$ cat config.mk
export PLATFORM = sky130hd
export DESIGN_NAME = fra_top
export DESIGN_NICKNAME = d
export VERILOG_FILES = /design/src/fra_pkg.sv /design/src/fra_tmr_if.sv /design/src/fra_tick.sv /design/src/fra_top.sv
export SDC_FILE = /design/constraint.sdc
export NUM_CORES = 1
export LEC_CHECK = 0
export ABC_AREA = 0
export BUFFER_PORTS_ARGS = -buffer_cell sky130_fd_sc_hd__buf_2
export CORE_UTILIZATION = 58
export CTS_CLUSTER_SIZE = 30
export DETAILED_ROUTE_END_ITERATION = 8
export GPL_TIMING_DRIVEN = 0
export HOLD_SLACK_MARGIN = 0.12
export PLACE_DENSITY = 0.81
export REMOVE_ABC_BUFFERS = 1
export SYNTH_ARGS = -nofsm -noshare
export SYNTH_HDL_FRONTEND = slang
export SYNTH_SLANG_ARGS = --single-unit
export TNS_END_PERCENT = 1
$ cat constraint.sdc
create_clock -name clock_i -period 6.11 [get_ports clock_i]
set_input_delay 0.611 -clock clock_i [delete_from_list [all_inputs] [get_ports clock_i]]
set_output_delay 0.611 -clock clock_i [all_outputs]
set_load 0.02 [all_outputs]
$ cat src/fra_pkg.sv
package fra_pkg;
  // command codes of the register bank
  localparam logic [7:0] CMD_CLEAR_FAULTS = 8'h03;
  localparam logic [7:0] CMD_STATUS_MFR = 8'h80;
  localparam logic [7:0] CMD_FAULT_UNITS = 8'hc8;
  localparam logic [7:0] CMD_BUS_CFG = 8'hc9;
  localparam logic [7:0] CMD_OC_RESP = 8'hca;
  // widths
  localparam int DATA_W = 34;
  localparam int UNIT_W = 2;
  localparam int UMS_W = 9;
  localparam int TMR_W = 16;
  // delay unit code fields
  localparam int VOUT_UNIT_LSB = 6;
  localparam int VIN_UNIT_LSB = 4;
  localparam int IOUT_UNIT_LSB = 2;
  localparam int TEMP_UNIT_LSB = 0;
  // bus configuration fields
  localparam int BASE_LSB = 24;
  localparam int BASE_W = 8;
  localparam int OFS_LSB = 17;
  localparam int OFS_W = 7;
  localparam int RES_EN_BIT = 16;
  localparam int CTRL_POL_BIT = 32;
  localparam int PG_POL_BIT = 33;
  // overcurrent response fields
  localparam int RESP_LSB = 6;
  localparam int RESP_W = 2;
  localparam int RETRY_LSB = 3;
  localparam int CNT_W = 3;
  localparam int DLY_LSB = 0;
  localparam logic [1:0] RESP_IGNORE = 2'h0;
  localparam logic [1:0] RESP_RETRY = 2'h3;
  localparam logic [2:0] RETRY_NONE = 3'h0;
  localparam logic [2:0] RETRY_ENDLESS = 3'h7;
  // status bit of fast overcurrent in the status word
  localparam int STAT_OC_FAST_BIT = 5;
  // delay units in milliseconds
  localparam logic [8:0] UNIT_MS_0 = 9'h001;
  localparam logic [8:0] UNIT_MS_1 = 9'h004;
  localparam logic [8:0] UNIT_MS_2 = 9'h010;
  localparam logic [8:0] UNIT_MS_3 = 9'h100;
  // reset values
  localparam logic [7:0] RST_FAULT_UNITS = 8'h00;
  localparam logic [33:0] RST_BUS_CFG = 34'h000000000;
  localparam logic [7:0] RST_OC_RESP = 8'h00;
  // millisecond tick timing
  localparam int MS_NS = 1000000;
  localparam int CLK_PERIOD_NS = 100;
  localparam int CYC_PER_MS = MS_NS / CLK_PERIOD_NS;
  // fast overcurrent response states
  typedef enum logic [1:0] {ST_RUN, ST_LIMIT, ST_GAP, ST_LATCH} fra_oc_st_t;
endpackage

$ cat src/fra_tmr_if.sv
`timescale 1ns/1ps
// link between the response logic and the delay timer
interface fra_tmr_if;
  logic start; // one-cycle load pulse
  logic [15:0] ms_target; // delay in milliseconds
  logic done; // one-cycle expiry pulse
  logic busy; // timer running
  modport ctl (output start, output ms_target, input done, input busy);
  modport tmr (input start, input ms_target, output done, output busy);
endinterface

$ cat src/fra_tick.sv
`timescale 1ns/1ps
module fra_tick #(
  parameter int CYC_PER_MS = fra_pkg::CYC_PER_MS
) (
  // clock and reset
  input wire logic clock_i,
  input wire logic rst_i,
  // timer link
  fra_tmr_if.tmr t
);
  // timer state
  typedef struct packed {
    logic [15:0] pre; // cycles inside current millisecond
    logic [15:0] ms_left; // milliseconds still to run
    logic busy; // counting
    logic done; // expiry pulse
  } fra_tick_t;
  fra_tick_t r, n;
  logic ms_tick; // end of one millisecond
  assign ms_tick = (r.pre == 16'(CYC_PER_MS - 1));
  // next state of the timer
  always_comb begin
    n = r;
    n.done = 1'b0;
    if (t.start) begin
      // restart always wins over a running count
      n.pre = 16'h0000;
      n.ms_left = t.ms_target;
      n.busy = 1'b1;
    end else if (r.busy) begin
      n.pre = ms_tick ? 16'h0000 : r.pre + 16'h0001;
      if (ms_tick) begin
        n.ms_left = r.ms_left - 16'h0001;
        if (r.ms_left == 16'h0001) begin
          n.busy = 1'b0;
          n.done = 1'b1;
        end
      end
    end
  end
  // state register
  always_ff @(posedge clock_i or posedge rst_i) begin
    if (rst_i) begin
      r <= '0;
    end else begin
      r <= n;
    end
  end
  assign t.done = r.done;
  assign t.busy = r.busy;
endmodule

$ cat src/fra_top.sv
`timescale 1ns/1ps
// What this block does
// - vout delay unit from bits 7:6
// - vin delay unit from bits 5:4
// - output_current_delay_unit from bits 3:2
// - temperature delay unit from bits 1:0
// - base address in bits 31:24, offset added
// - programmed offset bits 23:17 when resistor off
// - bit 16 selects resistor offset
// - bit 33 sets power-good output polarity
// - bit 32 sets control input polarity
// - fast overcurrent sets status and alerts host
// - code 00: limit current, run forever
// - code 11: limit for delay, then retry
// - bits 5:3 give restart count, 7 endless
// - zero retries: output off until cleared
// - bits 2:0 give delay units, 1 << code
// - delay times run-on and restart gap
module fra_top #(
  parameter int CYC_PER_MS = fra_pkg::CYC_PER_MS
) (
  // clock and reset
  input wire logic clock_i,
  input wire logic rst_i,
  // decoded command port
  input wire logic cmd_valid_i,
  input wire logic cmd_write_i,
  input wire logic [7:0] cmd_code_i,
  input wire logic [33:0] cmd_wdata_i,
  output logic [33:0] cmd_rdata_o,
  output logic cmd_rvalid_o,
  output logic cmd_nack_o,
  // strap and converter inputs
  input wire logic [6:0] strap_offset_i,
  input wire logic ctrl_pin_i,
  input wire logic power_good_i,
  input wire logic oc_fast_i,
  // converter outputs
  output logic [7:0] bus_addr_o,
  output logic power_good_o,
  output logic output_enable_o,
  output logic current_limit_o,
  // host notification
  output logic oc_fast_flag_o,
  output logic alert_o,
  // delay units in milliseconds per fault class
  output logic [8:0] vout_unit_ms_o,
  output logic [8:0] vin_unit_ms_o,
  output logic [8:0] iout_unit_ms_o,
  output logic [8:0] temp_unit_ms_o
);
  // whole state of the block
  typedef struct packed {
    logic [7:0] faults; // delay unit register
    logic [33:0] buscfg; // address and pin register
    logic [7:0] ocresp; // fast overcurrent response register
    logic [6:0] strap; // captured strap offset
    logic strap_done; // strap captured once
    fra_pkg::fra_oc_st_t st; // response state
    logic [2:0] left; // restarts still allowed
    logic oc_prev; // last overcurrent level
    logic flag; // sticky fast overcurrent status
    logic alert; // alert to host
    logic [7:0] addr; // bus address
    logic pg; // power-good pin level
    logic en; // output enable
    logic limit; // current limiting active
    logic [33:0] rdata; // read answer
    logic rvalid; // read answer pulse
    logic nack; // refused command pulse
    logic start; // timer load pulse
    logic [15:0] target; // timer load value
    logic [8:0] vout_u; // vout unit
    logic [8:0] vin_u; // vin unit
    logic [8:0] iout_u; // iout unit
    logic [8:0] temp_u; // temperature unit
  } fra_st_t;
  fra_st_t r, n;
  fra_tmr_if tmr ();
  // delay timer
  fra_tick #(.CYC_PER_MS(CYC_PER_MS)) u_tick (
    .clock_i(clock_i),
    .rst_i(rst_i),
    .t(tmr.tmr)
  );
  assign tmr.start = r.start;
  assign tmr.ms_target = r.target;
  // unit code to milliseconds
  function automatic logic [8:0] unit_ms(input logic [1:0] code);
    case (code)
      2'h0: unit_ms = fra_pkg::UNIT_MS_0;
      2'h1: unit_ms = fra_pkg::UNIT_MS_1;
      2'h2: unit_ms = fra_pkg::UNIT_MS_2;
      default: unit_ms = fra_pkg::UNIT_MS_3;
    endcase
  endfunction
  // decoded helpers
  logic rise; // new fast overcurrent event
  logic clr_cmd; // clear faults command
  logic ctrl_on; // control input asserted
  logic [1:0] resp; // response code
  logic [2:0] retries; // retry setting
  logic [15:0] dly_ms; // delay in milliseconds
  logic [15:0] units; // delay in units
  assign rise = oc_fast_i && !r.oc_prev;
  assign clr_cmd = cmd_valid_i && cmd_write_i && (cmd_code_i == fra_pkg::CMD_CLEAR_FAULTS);
  assign ctrl_on = r.buscfg[fra_pkg::CTRL_POL_BIT] ? ctrl_pin_i : !ctrl_pin_i;
  assign resp = r.ocresp[fra_pkg::RESP_LSB +: fra_pkg::RESP_W];
  assign retries = r.ocresp[fra_pkg::RETRY_LSB +: fra_pkg::CNT_W];
  assign units = 16'h0001 << r.ocresp[fra_pkg::DLY_LSB +: fra_pkg::CNT_W];
  assign dly_ms = units * 16'(r.iout_u);
  // next state
  always_comb begin
    n = r;
    n.rvalid = 1'b0;
    n.nack = 1'b0;
    n.start = 1'b0;
    n.oc_prev = oc_fast_i;
    // strap taken on the first edge after reset release
    if (!r.strap_done) begin
      n.strap = strap_offset_i;
      n.strap_done = 1'b1;
    end
    // command decode
    if (cmd_valid_i) begin
      case (cmd_code_i)
        fra_pkg::CMD_FAULT_UNITS: begin
          if (cmd_write_i) begin
            n.faults = cmd_wdata_i[7:0];
          end else begin
            n.rdata = {26'h0000000, r.faults};
            n.rvalid = 1'b1;
          end
        end
        fra_pkg::CMD_BUS_CFG: begin
          if (cmd_write_i) begin
            n.buscfg = cmd_wdata_i;
          end else begin
            n.rdata = r.buscfg;
            n.rvalid = 1'b1;
          end
        end
        fra_pkg::CMD_OC_RESP: begin
          if (cmd_write_i) begin
            n.ocresp = cmd_wdata_i[7:0];
            n.left = cmd_wdata_i[fra_pkg::RETRY_LSB +: fra_pkg::CNT_W];
          end else begin
            n.rdata = {26'h0000000, r.ocresp};
            n.rvalid = 1'b1;
          end
        end
        fra_pkg::CMD_STATUS_MFR: begin
          // status is read only
          if (cmd_write_i) begin
            n.nack = 1'b1;
          end else begin
            n.rdata = '0;
            n.rdata[fra_pkg::STAT_OC_FAST_BIT] = r.flag;
            n.rvalid = 1'b1;
          end
        end
        fra_pkg::CMD_CLEAR_FAULTS: begin
          // clear releases a latched-off output
          if (cmd_write_i) begin
            n.flag = 1'b0;
            n.alert = 1'b0;
            n.left = retries;
            if (r.st == fra_pkg::ST_LATCH) begin
              n.st = fra_pkg::ST_RUN;
            end
          end else begin
            n.nack = 1'b1;
          end
        end
        default: begin
          // unmapped code
          n.nack = 1'b1;
        end
      endcase
    end
    // event set after the clear so it wins
    if (rise) begin
      n.flag = 1'b1;
      n.alert = 1'b1;
    end
    // fast overcurrent response
    case (r.st)
      fra_pkg::ST_RUN: begin
        if (oc_fast_i && resp == fra_pkg::RESP_RETRY) begin
          n.st = fra_pkg::ST_LIMIT;
          n.start = 1'b1;
          n.target = dly_ms;
        end
      end
      fra_pkg::ST_LIMIT: begin
        if (tmr.done) begin
          if (!oc_fast_i) begin
            // fault gone, full retry budget again
            n.st = fra_pkg::ST_RUN;
            n.left = retries;
          end else if (retries == fra_pkg::RETRY_NONE) begin
            n.st = fra_pkg::ST_LATCH;
          end else if (retries != fra_pkg::RETRY_ENDLESS && r.left == 3'h0) begin
            n.st = fra_pkg::ST_LATCH;
          end else begin
            // restart after the gap
            n.st = fra_pkg::ST_GAP;
            n.start = 1'b1;
            n.target = dly_ms;
            if (retries != fra_pkg::RETRY_ENDLESS) begin
              n.left = r.left - 3'h1;
            end
          end
        end
      end
      fra_pkg::ST_GAP: begin
        if (tmr.done) begin
          n.st = fra_pkg::ST_RUN;
        end
      end
      fra_pkg::ST_LATCH: begin
        // leave only through the clear command
      end
      default: begin
        n.st = fra_pkg::ST_RUN;
      end
    endcase
    // registered pin and configuration outputs
    n.addr = n.buscfg[fra_pkg::BASE_LSB +: fra_pkg::BASE_W]
      + {1'b0, (n.buscfg[fra_pkg::RES_EN_BIT] ? n.strap
      : n.buscfg[fra_pkg::OFS_LSB +: fra_pkg::OFS_W])};
    n.pg = n.buscfg[fra_pkg::PG_POL_BIT] ? power_good_i : !power_good_i;
    n.en = ctrl_on && (n.st == fra_pkg::ST_RUN || n.st == fra_pkg::ST_LIMIT);
    n.limit = oc_fast_i && (n.st == fra_pkg::ST_RUN || n.st == fra_pkg::ST_LIMIT);
    n.vout_u = unit_ms(n.faults[fra_pkg::VOUT_UNIT_LSB +: fra_pkg::UNIT_W]);
    n.vin_u = unit_ms(n.faults[fra_pkg::VIN_UNIT_LSB +: fra_pkg::UNIT_W]);
    n.iout_u = unit_ms(n.faults[fra_pkg::IOUT_UNIT_LSB +: fra_pkg::UNIT_W]);
    n.temp_u = unit_ms(n.faults[fra_pkg::TEMP_UNIT_LSB +: fra_pkg::UNIT_W]);
  end
  // state register, constants only under reset
  always_ff @(posedge clock_i or posedge rst_i) begin
    if (rst_i) begin
      r <= '0;
      r.faults <= fra_pkg::RST_FAULT_UNITS;
      r.buscfg <= fra_pkg::RST_BUS_CFG;
      r.ocresp <= fra_pkg::RST_OC_RESP;
      r.st <= fra_pkg::ST_RUN;
      r.vout_u <= fra_pkg::UNIT_MS_0;
      r.vin_u <= fra_pkg::UNIT_MS_0;
      r.iout_u <= fra_pkg::UNIT_MS_0;
      r.temp_u <= fra_pkg::UNIT_MS_0;
    end else begin
      r <= n;
    end
  end
  // outputs straight from the state register
  assign cmd_rdata_o = r.rdata;
  assign cmd_rvalid_o = r.rvalid;
  assign cmd_nack_o = r.nack;
  assign bus_addr_o = r.addr;
  assign power_good_o = r.pg;
  assign output_enable_o = r.en;
  assign current_limit_o = r.limit;
  assign oc_fast_flag_o = r.flag;
  assign alert_o = r.alert;
  assign vout_unit_ms_o = r.vout_u;
  assign vin_unit_ms_o = r.vin_u;
  assign iout_unit_ms_o = r.iout_u;
  assign temp_unit_ms_o = r.temp_u;
endmodule

==> results of run 1 <==
-- synth_stat cells, types with 8 or more instances --
library cell / count / area (um^2)
sky130_fd_sc_hd__nand2_1: 203 / 762.0
sky130_fd_sc_hd__clkbuf_1: 38 / 142.6
sky130_fd_sc_hd__a21oi_1: 13 / 65.06
sky130_fd_sc_hd__o21ai_0: 89 / 445.4
sky130_fd_sc_hd__dfrtp_1: 175 / 4379
sky130_fd_sc_hd__fa_1: 8 / 160.2
sky130_fd_sc_hd__mux2_2: 24 / 270.3
sky130_fd_sc_hd__ha_1: 51 / 638.1
sky130_fd_sc_hd__nand3_1: 12 / 60.06
sky130_fd_sc_hd__nand4_1: 11 / 68.82
sky130_fd_sc_hd__nor3_1: 12 / 60.06
sky130_fd_sc_hd__nand2b_1: 19 / 118.9
sky130_fd_sc_hd__nor2_1: 77 / 289.0
sky130_fd_sc_hd__mux2i_1: 18 / 180.2
sky130_fd_sc_hd__o211ai_1: 8 / 60.06
sky130_fd_sc_hd__xnor2_1: 18 / 157.7
sky130_fd_sc_hd__nand3b_1: 9 / 67.56
sky130_fd_sc_hd__inv_1: 50 / 187.7
sky130_fd_sc_hd__a22o_1: 29 / 254.0
sky130_fd_sc_hd__o31ai_1: 12 / 90.09
sky130_fd_sc_hd__xor2_1: 14 / 122.6
sky130_fd_sc_hd__buf_4: 79 / 593.1
-- state kept, by name (all words and copies together), names as in the netlist --
register	flops
r	64
vin_unit_ms_o	4
power_good_o	1
tmr.start	1
bus_addr_o	8
cmd_rdata_o	34
u_tick.t.done	1
cmd_rvalid_o	1
output_enable_o	1
vout_unit_ms_o	4
temp_unit_ms_o	4
u_tick.r	32
tmr.ms_target	16
oc_fast_flag_o	1
cmd_nack_o	1
current_limit_o	1
u_tick.t.busy	1
iout_unit_ms_o	4
-- metal layers --
metal,global-route usage [%],vias to the layer above
met1,32.90,3609
met4,7.828,2
met5,0,-
met3,4.718,30
li1,-,3612
met2,39.41,186
-- report_power, final --
group | switching (mW) | internal (mW) | total [mW] | leakage [nW]
Sequential | 0.0169 | 1.21 | 1.23 | 2.44
Clock | 0.497 | 0.642 | 1.14 | 0.299
Combinational | 0.104 | 0.0515 | 0.155 | 2.84
-- path summary, 6_finish.rpt --
check                                    end       startpoint  cells past startpoint
max                        tmr.ms_target[15]           r[117]                     16
min                          cmd_rdata_o[31]            rst_i                      2
max reg2reg                tmr.ms_target[15]           r[117]                     16
min reg2reg                   oc_fast_flag_o           r[102]                      1
max in group asynchronous     cmd_rdata_o[3]            rst_i                      3
min in group clock_i                  r[138]  cmd_wdata_i[14]                      3
-- per-stage QoR --
| step | setup WS [ns] | hold WS (ns) | TNS [ns] | utilization (%) | power (mW) |
|---|---|---|---|---|---|
| after floorplan | 0.6470 | 0.3996 | 0 | - | 1.339 |
| after global placement | -1.271 | 0.4095 | -219.44 | 60.83 | 1.397 |
| after detailed placement | 1.644 | 0.4495 | 0 | 61.62 | 1.404 |
| after CTS | 1.779 | 0.1697 | 0 | 65.31 | 2.533 |
| after global routing | 1.462 | 0.1964 | 0 | 65.31 | 2.597 |
| final | 1.796 | 0.1654 | 0 | 65.33 | 2.521 |
-- worst max-delay path, cell delays in order (launching register included) --
cell and delay, ns:
sky130_fd_sc_hd__dfrtp_1 0.47, sky130_fd_sc_hd__nand2b_1 0.34, sky130_fd_sc_hd__nor2_1 0.10, sky130_fd_sc_hd__ha_1 0.30
sky130_fd_sc_hd__ha_1 0.29, sky130_fd_sc_hd__ha_1 0.27, sky130_fd_sc_hd__inv_1 0.05, sky130_fd_sc_hd__fa_1 0.52
sky130_fd_sc_hd__inv_1 0.04, sky130_fd_sc_hd__ha_1 0.24, sky130_fd_sc_hd__fa_1 0.45, sky130_fd_sc_hd__a211oi_1 0.26
sky130_fd_sc_hd__nor2_1 0.12, sky130_fd_sc_hd__o21ai_0 0.26, sky130_fd_sc_hd__o21ai_0 0.16, sky130_fd_sc_hd__xnor2_1 0.17
sky130_fd_sc_hd__o21ai_0 0.09
-- kinds of logic after synthesis --
| group | share of synthesized area, % |
|---|---|
| AO/OA/AOI/OAI | 12.04 |
| XOR/XNOR | 2.810 |
| adder cells (fa/ha/maj) | 8.004 |
| buffers and inverters | 9.547 |
| flip-flops | 44.96 |
| multiplexers | 4.516 |
| other | 0.07530 |
| AND/OR/NAND/NOR | 18.04 |
-- area by class of cell --
type / instances / area share [%]
Clock buffer: 19 / 4.151
Timing Repair Buffer: 127 / 6.548
Sequential cell: 179 / 41.10
Tap cell: 220 / 2.523
Clock inverter: 13 / 1.502
Inverter: 51 / 1.823
Multi-Input combinational cell: 731 / 42.33
Antenna cell: 1 / 0.02294
==> flow_summary.ini, run 1 <==
[worst_setup_path]
crit_path_kind = flop to flop
rrSetupSlack_ns = 1.80
critPathCaptureType = flop
cp_data_arrival_time_ns = 4.57
worst-endpoint-required_ns = 6.36
timing.critical_path.from_type = flop
cp_max_fo = 8

[grt]
vias_in_the_first_global_route = 7172
global_route_congestion_overflow_total = 0
grt_first_pass_wirelength_mm = 34.23
grt_max_degree = 136
number_of_antenna_violations_at_the_first_check_in_global_routing = 2
global_router_s_overall_resource_usage_pct = 24.24

[run_status]
outcome = complete, no violations

[die]
dieArea_mm2 = 0.01772
io-pin-count = 141
row_count = 47
initial_core_util_pct = 59.72
width_of_the_die_um = 133.1
design.core.area_mm2 = 0.01670
y_dimension_of_the_die_um = 133.1

[detailed_routing]
drc_violations_left = 0
via_per_inst = 5.547
route.antenna.remaining_nets = 0
route.final.wire_length_mm = 20.65
wl_per_cell_um = 15.40
drt_iter0_markers = 468
routed.top_layer = met5
wire_length_on_met1_mm = 9.311
met3RoutedLength_um = 959
detailed_router_iteration_count_before_antenna_repair = 6
detailroute.wirelength.met2_mm = 9.992
dr_total_vias = 7439

[placed_design]
dpl.hpwl_mm = 14.35
numPlacedInstances = 1308
placement.io_buffers = 120
placement_stage_cell_area_mm2 = 0.01029
gp_congestion = 0.8571

[timing]
report.final.setup_viol = 0
finalClockSkew_ns = 0.01423
period_share_pct = 70.61
maxSlewHeadroom_pct = 20.13
finalHoldViolations = 0
grt_setup_unrepaired = false
timing_worst_slew_pin_value_ns = 1.198
final_period_minus_worst_setup_slack_ns = 4.314
achievable-frequency_ghz = 0.2318
final-max-slew-violation-count = 0

[layout]
final_common_cell = sky130_fd_sc_hd__nand2_1
layout.cells.most_common_list = 203 x sky130_fd_sc_hd__nand2_1, 175 x sky130_fd_sc_hd__dfrtp_1, 120 x sky130_fd_sc_hd__buf_2
regArea_mm2 = 0.004484
fillers = 1322
areaGrowthSynthToFinish_pct = 9.397
multi_input_comb_area_mm2 = 0.004618
postLayoutCellArea_mm2 = 0.01091
drive_gt1_share_pct = 17.77
design.final.nets = 1222
instances_no_fill = 1341

[synthesis]
synth_cell_types = 59
synth_area_mm2 = 0.009973
yosys_register_bits = 179
synth_top_flop_cell = sky130_fd_sc_hd__dfrtp_1
async_reset_ff_share_pct = 100.0
synth_edf_count = 0
avgSynthCellArea_um2 = 9.365
seq_area_frac_synth_pct = 44.96
yosysWarnings = 0
syn_inst = 1065

[pwr]
cellPowerDensity_mw_per_mm2 = 231.1
ir_drop_mv = 0.2236
p_leak_nw = 5.582

[clock_tree]
cts_buffers = 17
cts.sink_count = 179
post_cts_resized = 0
cts_hold_buf = 0
cts_max_path_buffers = 2
clk-insertion-delay-late_ns = 0.43
path_clk_slew_ns = 0.07
cts.root.buffer_cell = sky130_fd_sc_hd__clkbuf_16
cts_setup_buffers = 0
tritoncts = done
clock_tree.htree_level_count = 4

[worst_hold_path]
min_path_type = input port to async pin

[flow_run]
cap_violations = 0
Note: power is estimated with default switching activity, not from simulation.
==> inputs of run 2 (changes only) <==
clock period = 4.4 ns   (was 6.11 ns; I/O delays follow)
==> run 2 against run 1 <==
Combinational power rose by 39%. Power up 39%. Setup slack got worse by 1.5 ns. Clock power grew 39%. Clock skew decreased by 0.0032 ns. Wire length shrank 0.13%. First-iteration DRC count down 13%. Clock-buffer cell count unchanged. Critical path type unchanged.
==> flow_summary.ini, run 2 (same netlist as run 1, synthesis figures left out) <==
[run_status]
outcome = complete, no violations

[timing]
grt_setup_unrepaired = false
final_period_minus_worst_setup_slack_ns = 4.102
worst_hold_slack_ns = 0.2051
achievable-frequency_ghz = 0.2438
finalClockSkew_ns = 0.01098
report.final.setup_viol = 0
period_share_pct = 93.23
finalHoldViolations = 0
final-max-slew-violation-count = 0
setup_ws_ns = 0.2979
timing_worst_slew_pin_value_ns = 1.202
maxSlewHeadroom_pct = 19.85

[worst_setup_path]
crit_path_kind = flop to flop
cp_data_arrival_time_ns = 4.36
worstPathCellList = nand2b_4 -> nor2_1 -> ha_1 -> ha_1 -> ha_1 -> inv_1 -> fa_1 -> inv_1 -> ha_1 -> fa_1 -> a211oi_1 -> nor2_1 -> o21ai_1 -> o21ai_0 -> xnor2_1 -> o21ai_0
worst-endpoint-required_ns = 4.65
rrSetupSlack_ns = 0.30
critPathCaptureType = flop
critical_path.max_stage_delay_ns = 0.52
crit_top_cell = sky130_fd_sc_hd__ha_1
cell_at_the_slowest_stage_of_the_critical_path = sky130_fd_sc_hd__fa_1
cp_num_buf_inv = 2
timing.critical_path.max_delay_family = adder cells
timing.critical_path.from_type = flop
cp_max_fo = 8

[die]
dieArea_mm2 = 0.01772
row_count = 47
io-pin-count = 141
design.core.area_mm2 = 0.01670
y_dimension_of_the_die_um = 133.1
initial_core_util_pct = 59.72
width_of_the_die_um = 133.1

[pwr]
p_leak_nw = 5.586
comb_power_share_pct = 6.2
internal-power_mw = 2.644
report.power.total_mw = 3.499
power.share.clock_pct = 45.1
seq_power_share_pct = 48.7
netSwitchingFraction_pct = 24.44
p_switching_uw = 855.1
ir_drop_mv = 0.3084
cellPowerDensity_mw_per_mm2 = 319.9

[grt]
grt_first_pass_wirelength_mm = 34.24
number_of_antenna_violations_at_the_first_check_in_global_routing = 2
grt_max_degree = 136
vias_in_the_first_global_route = 7173
global_router_s_overall_resource_usage_pct = 24.25
global_route_congestion_overflow_total = 0

[detailed_routing]
drt_iter0_markers = 409
via_per_inst = 5.536
detailed_router_iteration_count_before_antenna_repair = 9
dr_total_vias = 7429
route.final.wire_length_mm = 20.63
route.antenna.remaining_nets = 0
drc_violations_left = 0
wl_per_cell_um = 15.37

[layout]
drive_gt1_share_pct = 18.11
largest_reg_flops = 64
layout.cells.most_common_list = 203 x sky130_fd_sc_hd__nand2_1, 173 x sky130_fd_sc_hd__dfrtp_1, 120 x sky130_fd_sc_hd__buf_2
final_common_cell = sky130_fd_sc_hd__nand2_1
areaGrowthSynthToFinish_pct = 9.673
multi_input_comb_area_mm2 = 0.004633
finish.utilization_pct = 65.49
fillers = 1315
regArea_mm2 = 0.004487
max_flop_register = r
design.final.nets = 1223
instances_no_fill = 1342

[clock_tree]
path_clk_slew_ns = 0.07
cts_max_path_buffers = 2
cts.root.buffer_cell = sky130_fd_sc_hd__clkbuf_16
cts.sink_count = 179
clock_tree.htree_level_count = 4
clk-insertion-delay-late_ns = 0.43
cts_buffers = 17
tritoncts = done

[flow_run]
cap_violations = 0

[placed_design]
dpl_worst_slack_ns = 0.08152
numPlacedInstances = 1308
placement.io_buffers = 120
dpl.hpwl_mm = 14.35
gp_congestion = 0.8571

[worst_hold_path]
min_path_type = input port to flop
run 2: worst paths after layout:
check                                     to  cells past startpoint       startpoint
min                                   r[137]                      3  cmd_wdata_i[13]
max reg2reg                tmr.ms_target[15]                     16           r[118]
min in group asynchronous    cmd_rdata_o[31]                      3            rst_i
min reg2reg                   oc_fast_flag_o                      1           r[102]
max                        tmr.ms_target[15]                     16           r[118]
max in group asynchronous             r[116]                      4            rst_i
run 2: timing repair:
| item | 4_1_cts | 5_1_grt |
|---|---|---|
| resized for setup | 0 | 7 |
| buffers inserted | 0 | 0 |
| hold buffers | 1 | 0 |
| hold endpoints to repair | 44 | 0 |
| setup endpoints to repair | 0 | 3 |
run 2: power by group through the flow:
stage                     clock network (mW)  logic [mW]  registers, mW
final                                   1.58       0.216           1.70
after global routing                    1.66       0.241           1.71
after CTS                               1.60       0.218           1.70
after detailed placement                   0       0.216           1.73
after global placement                     0       0.205           1.73
after floorplan                            0       0.116           1.74
run 2: metrics by stage:
stage / TNS [ns] / area, um^2
finish: 0 / 10940
detailed placement: 0 / 10290
CTS: 0 / 10920
global route: 0 / 10940
floorplan: -156.10 / 9284
global placement: -496.77 / 10160
run 2: routing by layer:
| layer | wire length [um] | vias to the layer above | track usage (%) | part of all wire (%) |
|---|---|---|---|---|
| li1 | - | 3606 | - | - |
| met1 | 9246 | 3587 | 32.92 | 45 |
| met2 | 9951 | 198 | 39.41 | 48 |
| met3 | 984 | 36 | 4.718 | 4.8 |
| met4 | 434 | 2 | 7.828 | 2.1 |
| met5 | 10 | - | 0 | 0.048 |
run 2: layout make-up:
| class | count | area share (%) |
|---|---|---|
| antenna | 1 | 0.02288 |
| timing repair buffer | 128 | 6.623 |
| sequential | 179 | 41.02 |
| inverter | 51 | 1.819 |
| tap | 220 | 2.517 |
| clock buffer | 19 | 4.141 |
| multi-input combinational | 731 | 42.36 |
| clock inverter | 13 | 1.499 |
run 2: worst register-to-register path, stage by stage, from the launching register on:
cell,delay (ns)
sky130_fd_sc_hd__dfrtp_1,0.51
sky130_fd_sc_hd__nand2b_4,0.25
sky130_fd_sc_hd__nor2_1,0.06
sky130_fd_sc_hd__ha_1,0.27
sky130_fd_sc_hd__ha_1,0.29
sky130_fd_sc_hd__ha_1,0.27
sky130_fd_sc_hd__inv_1,0.05
sky130_fd_sc_hd__fa_1,0.52
sky130_fd_sc_hd__inv_1,0.04
sky130_fd_sc_hd__ha_1,0.24
sky130_fd_sc_hd__fa_1,0.45
sky130_fd_sc_hd__a211oi_1,0.26
sky130_fd_sc_hd__nor2_1,0.12
sky130_fd_sc_hd__o21ai_1,0.20
sky130_fd_sc_hd__o21ai_0,0.13
sky130_fd_sc_hd__xnor2_1,0.17
sky130_fd_sc_hd__o21ai_0,0.09
==> inputs of run 3 (changes only) <==
CAP_MARGIN = 20   (was unset)
clock period = 4 ns   (was 4.4 ns; I/O delays follow)
==> run 3 against run 2 <==
Setup slack worse by 0.19 ns. Register-to-register slack worse by 0.19 ns. Clock-buffer cell count decreased by 1. Sequential share of layout area about the same. First-iteration DRC count increased by 16%. Largest power group unchanged. Critical path depth decreased by 1. Fmax increased by 5.3%.
==> flow_summary.ini, run 3 (same netlist as run 1, synthesis figures left out) <==
[run_status]
outcome = complete, no violations

[worst_setup_path]
timing.critical_path.from_type = flop
crit_path_kind = flop to flop
critPathCaptureType = flop
cp_data_arrival_time_ns = 4.25
rrSetupSlack_ns = 0.10
cp_max_fo = 11
worst-endpoint-required_ns = 4.35

[timing]
worst_hold_slack_ns = 0.1652
setup_ws_ns = 0.1031
final-max-slew-violation-count = 0
report.final.setup_viol = 0
timing_worst_slew_pin_value_ns = 1.032
grt_setup_unrepaired = true
finalClockSkew_ns = 0.009555
maxSlewHeadroom_pct = 31.17
finalHoldViolations = 0
period_share_pct = 97.42
final_period_minus_worst_setup_slack_ns = 3.897
achievable-frequency_ghz = 0.2566
setup_tns_ns = 0

[clock_tree]
clock_tree.htree_level_count = 4
cts.sink_count = 179
cts.root.buffer_cell = sky130_fd_sc_hd__clkbuf_16
cts_max_path_buffers = 2
cts_buffers = 17
tritoncts = done
path_clk_slew_ns = 0.07
clk-insertion-delay-late_ns = 0.43

[pwr]
report.power.total_mw = 3.765
p_leak_nw = 5.586
internal-power_mw = 2.826
p_switching_uw = 938.6
power.share.clock_pct = 43.8
comb_power_share_pct = 6.3
ir_drop_mv = 0.3102
netSwitchingFraction_pct = 24.93
seq_power_share_pct = 49.8
cellPowerDensity_mw_per_mm2 = 344.0

[grt]
global_router_s_overall_resource_usage_pct = 24.18
number_of_antenna_violations_at_the_first_check_in_global_routing = 2
global_route_congestion_overflow_total = 0
vias_in_the_first_global_route = 7090
grt_max_degree = 136
grt_first_pass_wirelength_mm = 34.04

[detailed_routing]
drc_violations_left = 0
route.final.wire_length_mm = 20.67
route.antenna.remaining_nets = 0
detailed_router_iteration_count_before_antenna_repair = 5
drt_iter0_markers = 476
via_per_inst = 5.549
dr_total_vias = 7463
wl_per_cell_um = 15.37

[placed_design]
dpl.hpwl_mm = 14.42
dpl_worst_slack_ns = -0.3539
placement_stage_cell_area_mm2 = 0.01029
gp_congestion = 0.8571
placement.io_buffers = 120

[flow_run]
cap_violations = 0

[layout]
postLayoutCellArea_mm2 = 0.01095
layout.cells.most_common_list = 202 x sky130_fd_sc_hd__nand2_1, 172 x sky130_fd_sc_hd__dfrtp_1, 120 x sky130_fd_sc_hd__buf_2
final_common_cell = sky130_fd_sc_hd__nand2_1
design.final.nets = 1226
largest_reg_flops = 64
drive_gt1_share_pct = 18.68
areaGrowthSynthToFinish_pct = 9.748
max_flop_register = r

[die]
dieArea_mm2 = 0.01772
row_count = 47
width_of_the_die_um = 133.1
design.core.area_mm2 = 0.01670
initial_core_util_pct = 59.72
io-pin-count = 141
y_dimension_of_the_die_um = 133.1

[worst_hold_path]
min_path_type = input port to flop
## run 3: changes by cell type in the layout (fill, tap and decap cells not counted), sizes merged
cell	before	now
buf	127	130
bufinv	2	1
clkbuf	19	18
clkinv	2	4
## run 3: layer usage
layer / vias to the layer above / GRT usage (%) / share of wire [%]
li1: 3606 / - / -
met3: 28 / 5.061 / 5.4
met1: 3622 / 31.98 / 44
met4: 2 / 7.702 / 1.5
met5: - / 0 / 0.048
met2: 205 / 40.05 / 49
## run 3: repair_timing
action	in CTS	in global routing
endpoints found under the setup margin	4	4
cloned	0	0
pin swaps	0	1
gates resized for setup	10	1
endpoints found under the hold margin	44	0
buffers inserted	0	2
hold buffers	1	0
## run 3: final cells by class
type / instances / area [um^2]
clock inverter: 14 / 143.9
tap: 220 / 275.3
antenna: 1 / 2.502
timing repair buffer: 131 / 754.5
inverter: 51 / 198.9
fill: 1305 / 5756
multi-input combinational: 731 / 4643
clock buffer: 18 / 439.2
sequential: 179 / 4488
## run 3: power by group through the flow
stage,combinational (mW),sequential [mW],clock [mW]
3_5_place_dp,0.238,1.91,0
4_1_cts,0.241,1.87,1.68
3_3_place_gp,0.226,1.91,0
2_1_floorplan,0.127,1.92,0
5_1_grt,0.266,1.88,1.74
6_report,0.239,1.88,1.65
## run 3: stage by stage
stage | instances | utilization [%]
after detailed placement | 1308 | 61.62
after CTS | 1341 | 65.33
final | 1345 | 65.54
after global routing | 1344 | 65.52
after global placement | 1301 | 60.83
after floorplan | 961 | -
## run 3: worst max-delay path, cell delays in order, from the launching register on
cell	delay [ns]
sky130_fd_sc_hd__dfrtp_2	0.49
sky130_fd_sc_hd__nand2b_1	0.24
sky130_fd_sc_hd__nor2_1	0.13
sky130_fd_sc_hd__ha_1	0.24
sky130_fd_sc_hd__ha_1	0.31
sky130_fd_sc_hd__ha_1	0.28
sky130_fd_sc_hd__inv_1	0.05
sky130_fd_sc_hd__fa_1	0.52
sky130_fd_sc_hd__inv_1	0.07
sky130_fd_sc_hd__ha_1	0.32
sky130_fd_sc_hd__a211oi_1	0.25
sky130_fd_sc_hd__nor2_1	0.13
sky130_fd_sc_hd__o21a_1	0.20
sky130_fd_sc_hd__o41a_1	0.33
sky130_fd_sc_hd__xnor2_1	0.13
sky130_fd_sc_hd__o21ai_0	0.13
## run 3: worst paths after layout
check,startpoint,endpoint,cells after the start
setup / recovery,r[116],tmr.ms_target[12],15
hold / removal,cmd_wdata_i[8],r[132],3
setup reg to reg,r[116],tmr.ms_target[12],15
hold reg to reg,r[102],oc_fast_flag_o,1
max in group asynchronous,rst_i,r[118],4
min in group asynchronous,rst_i,cmd_rdata_o[31],3
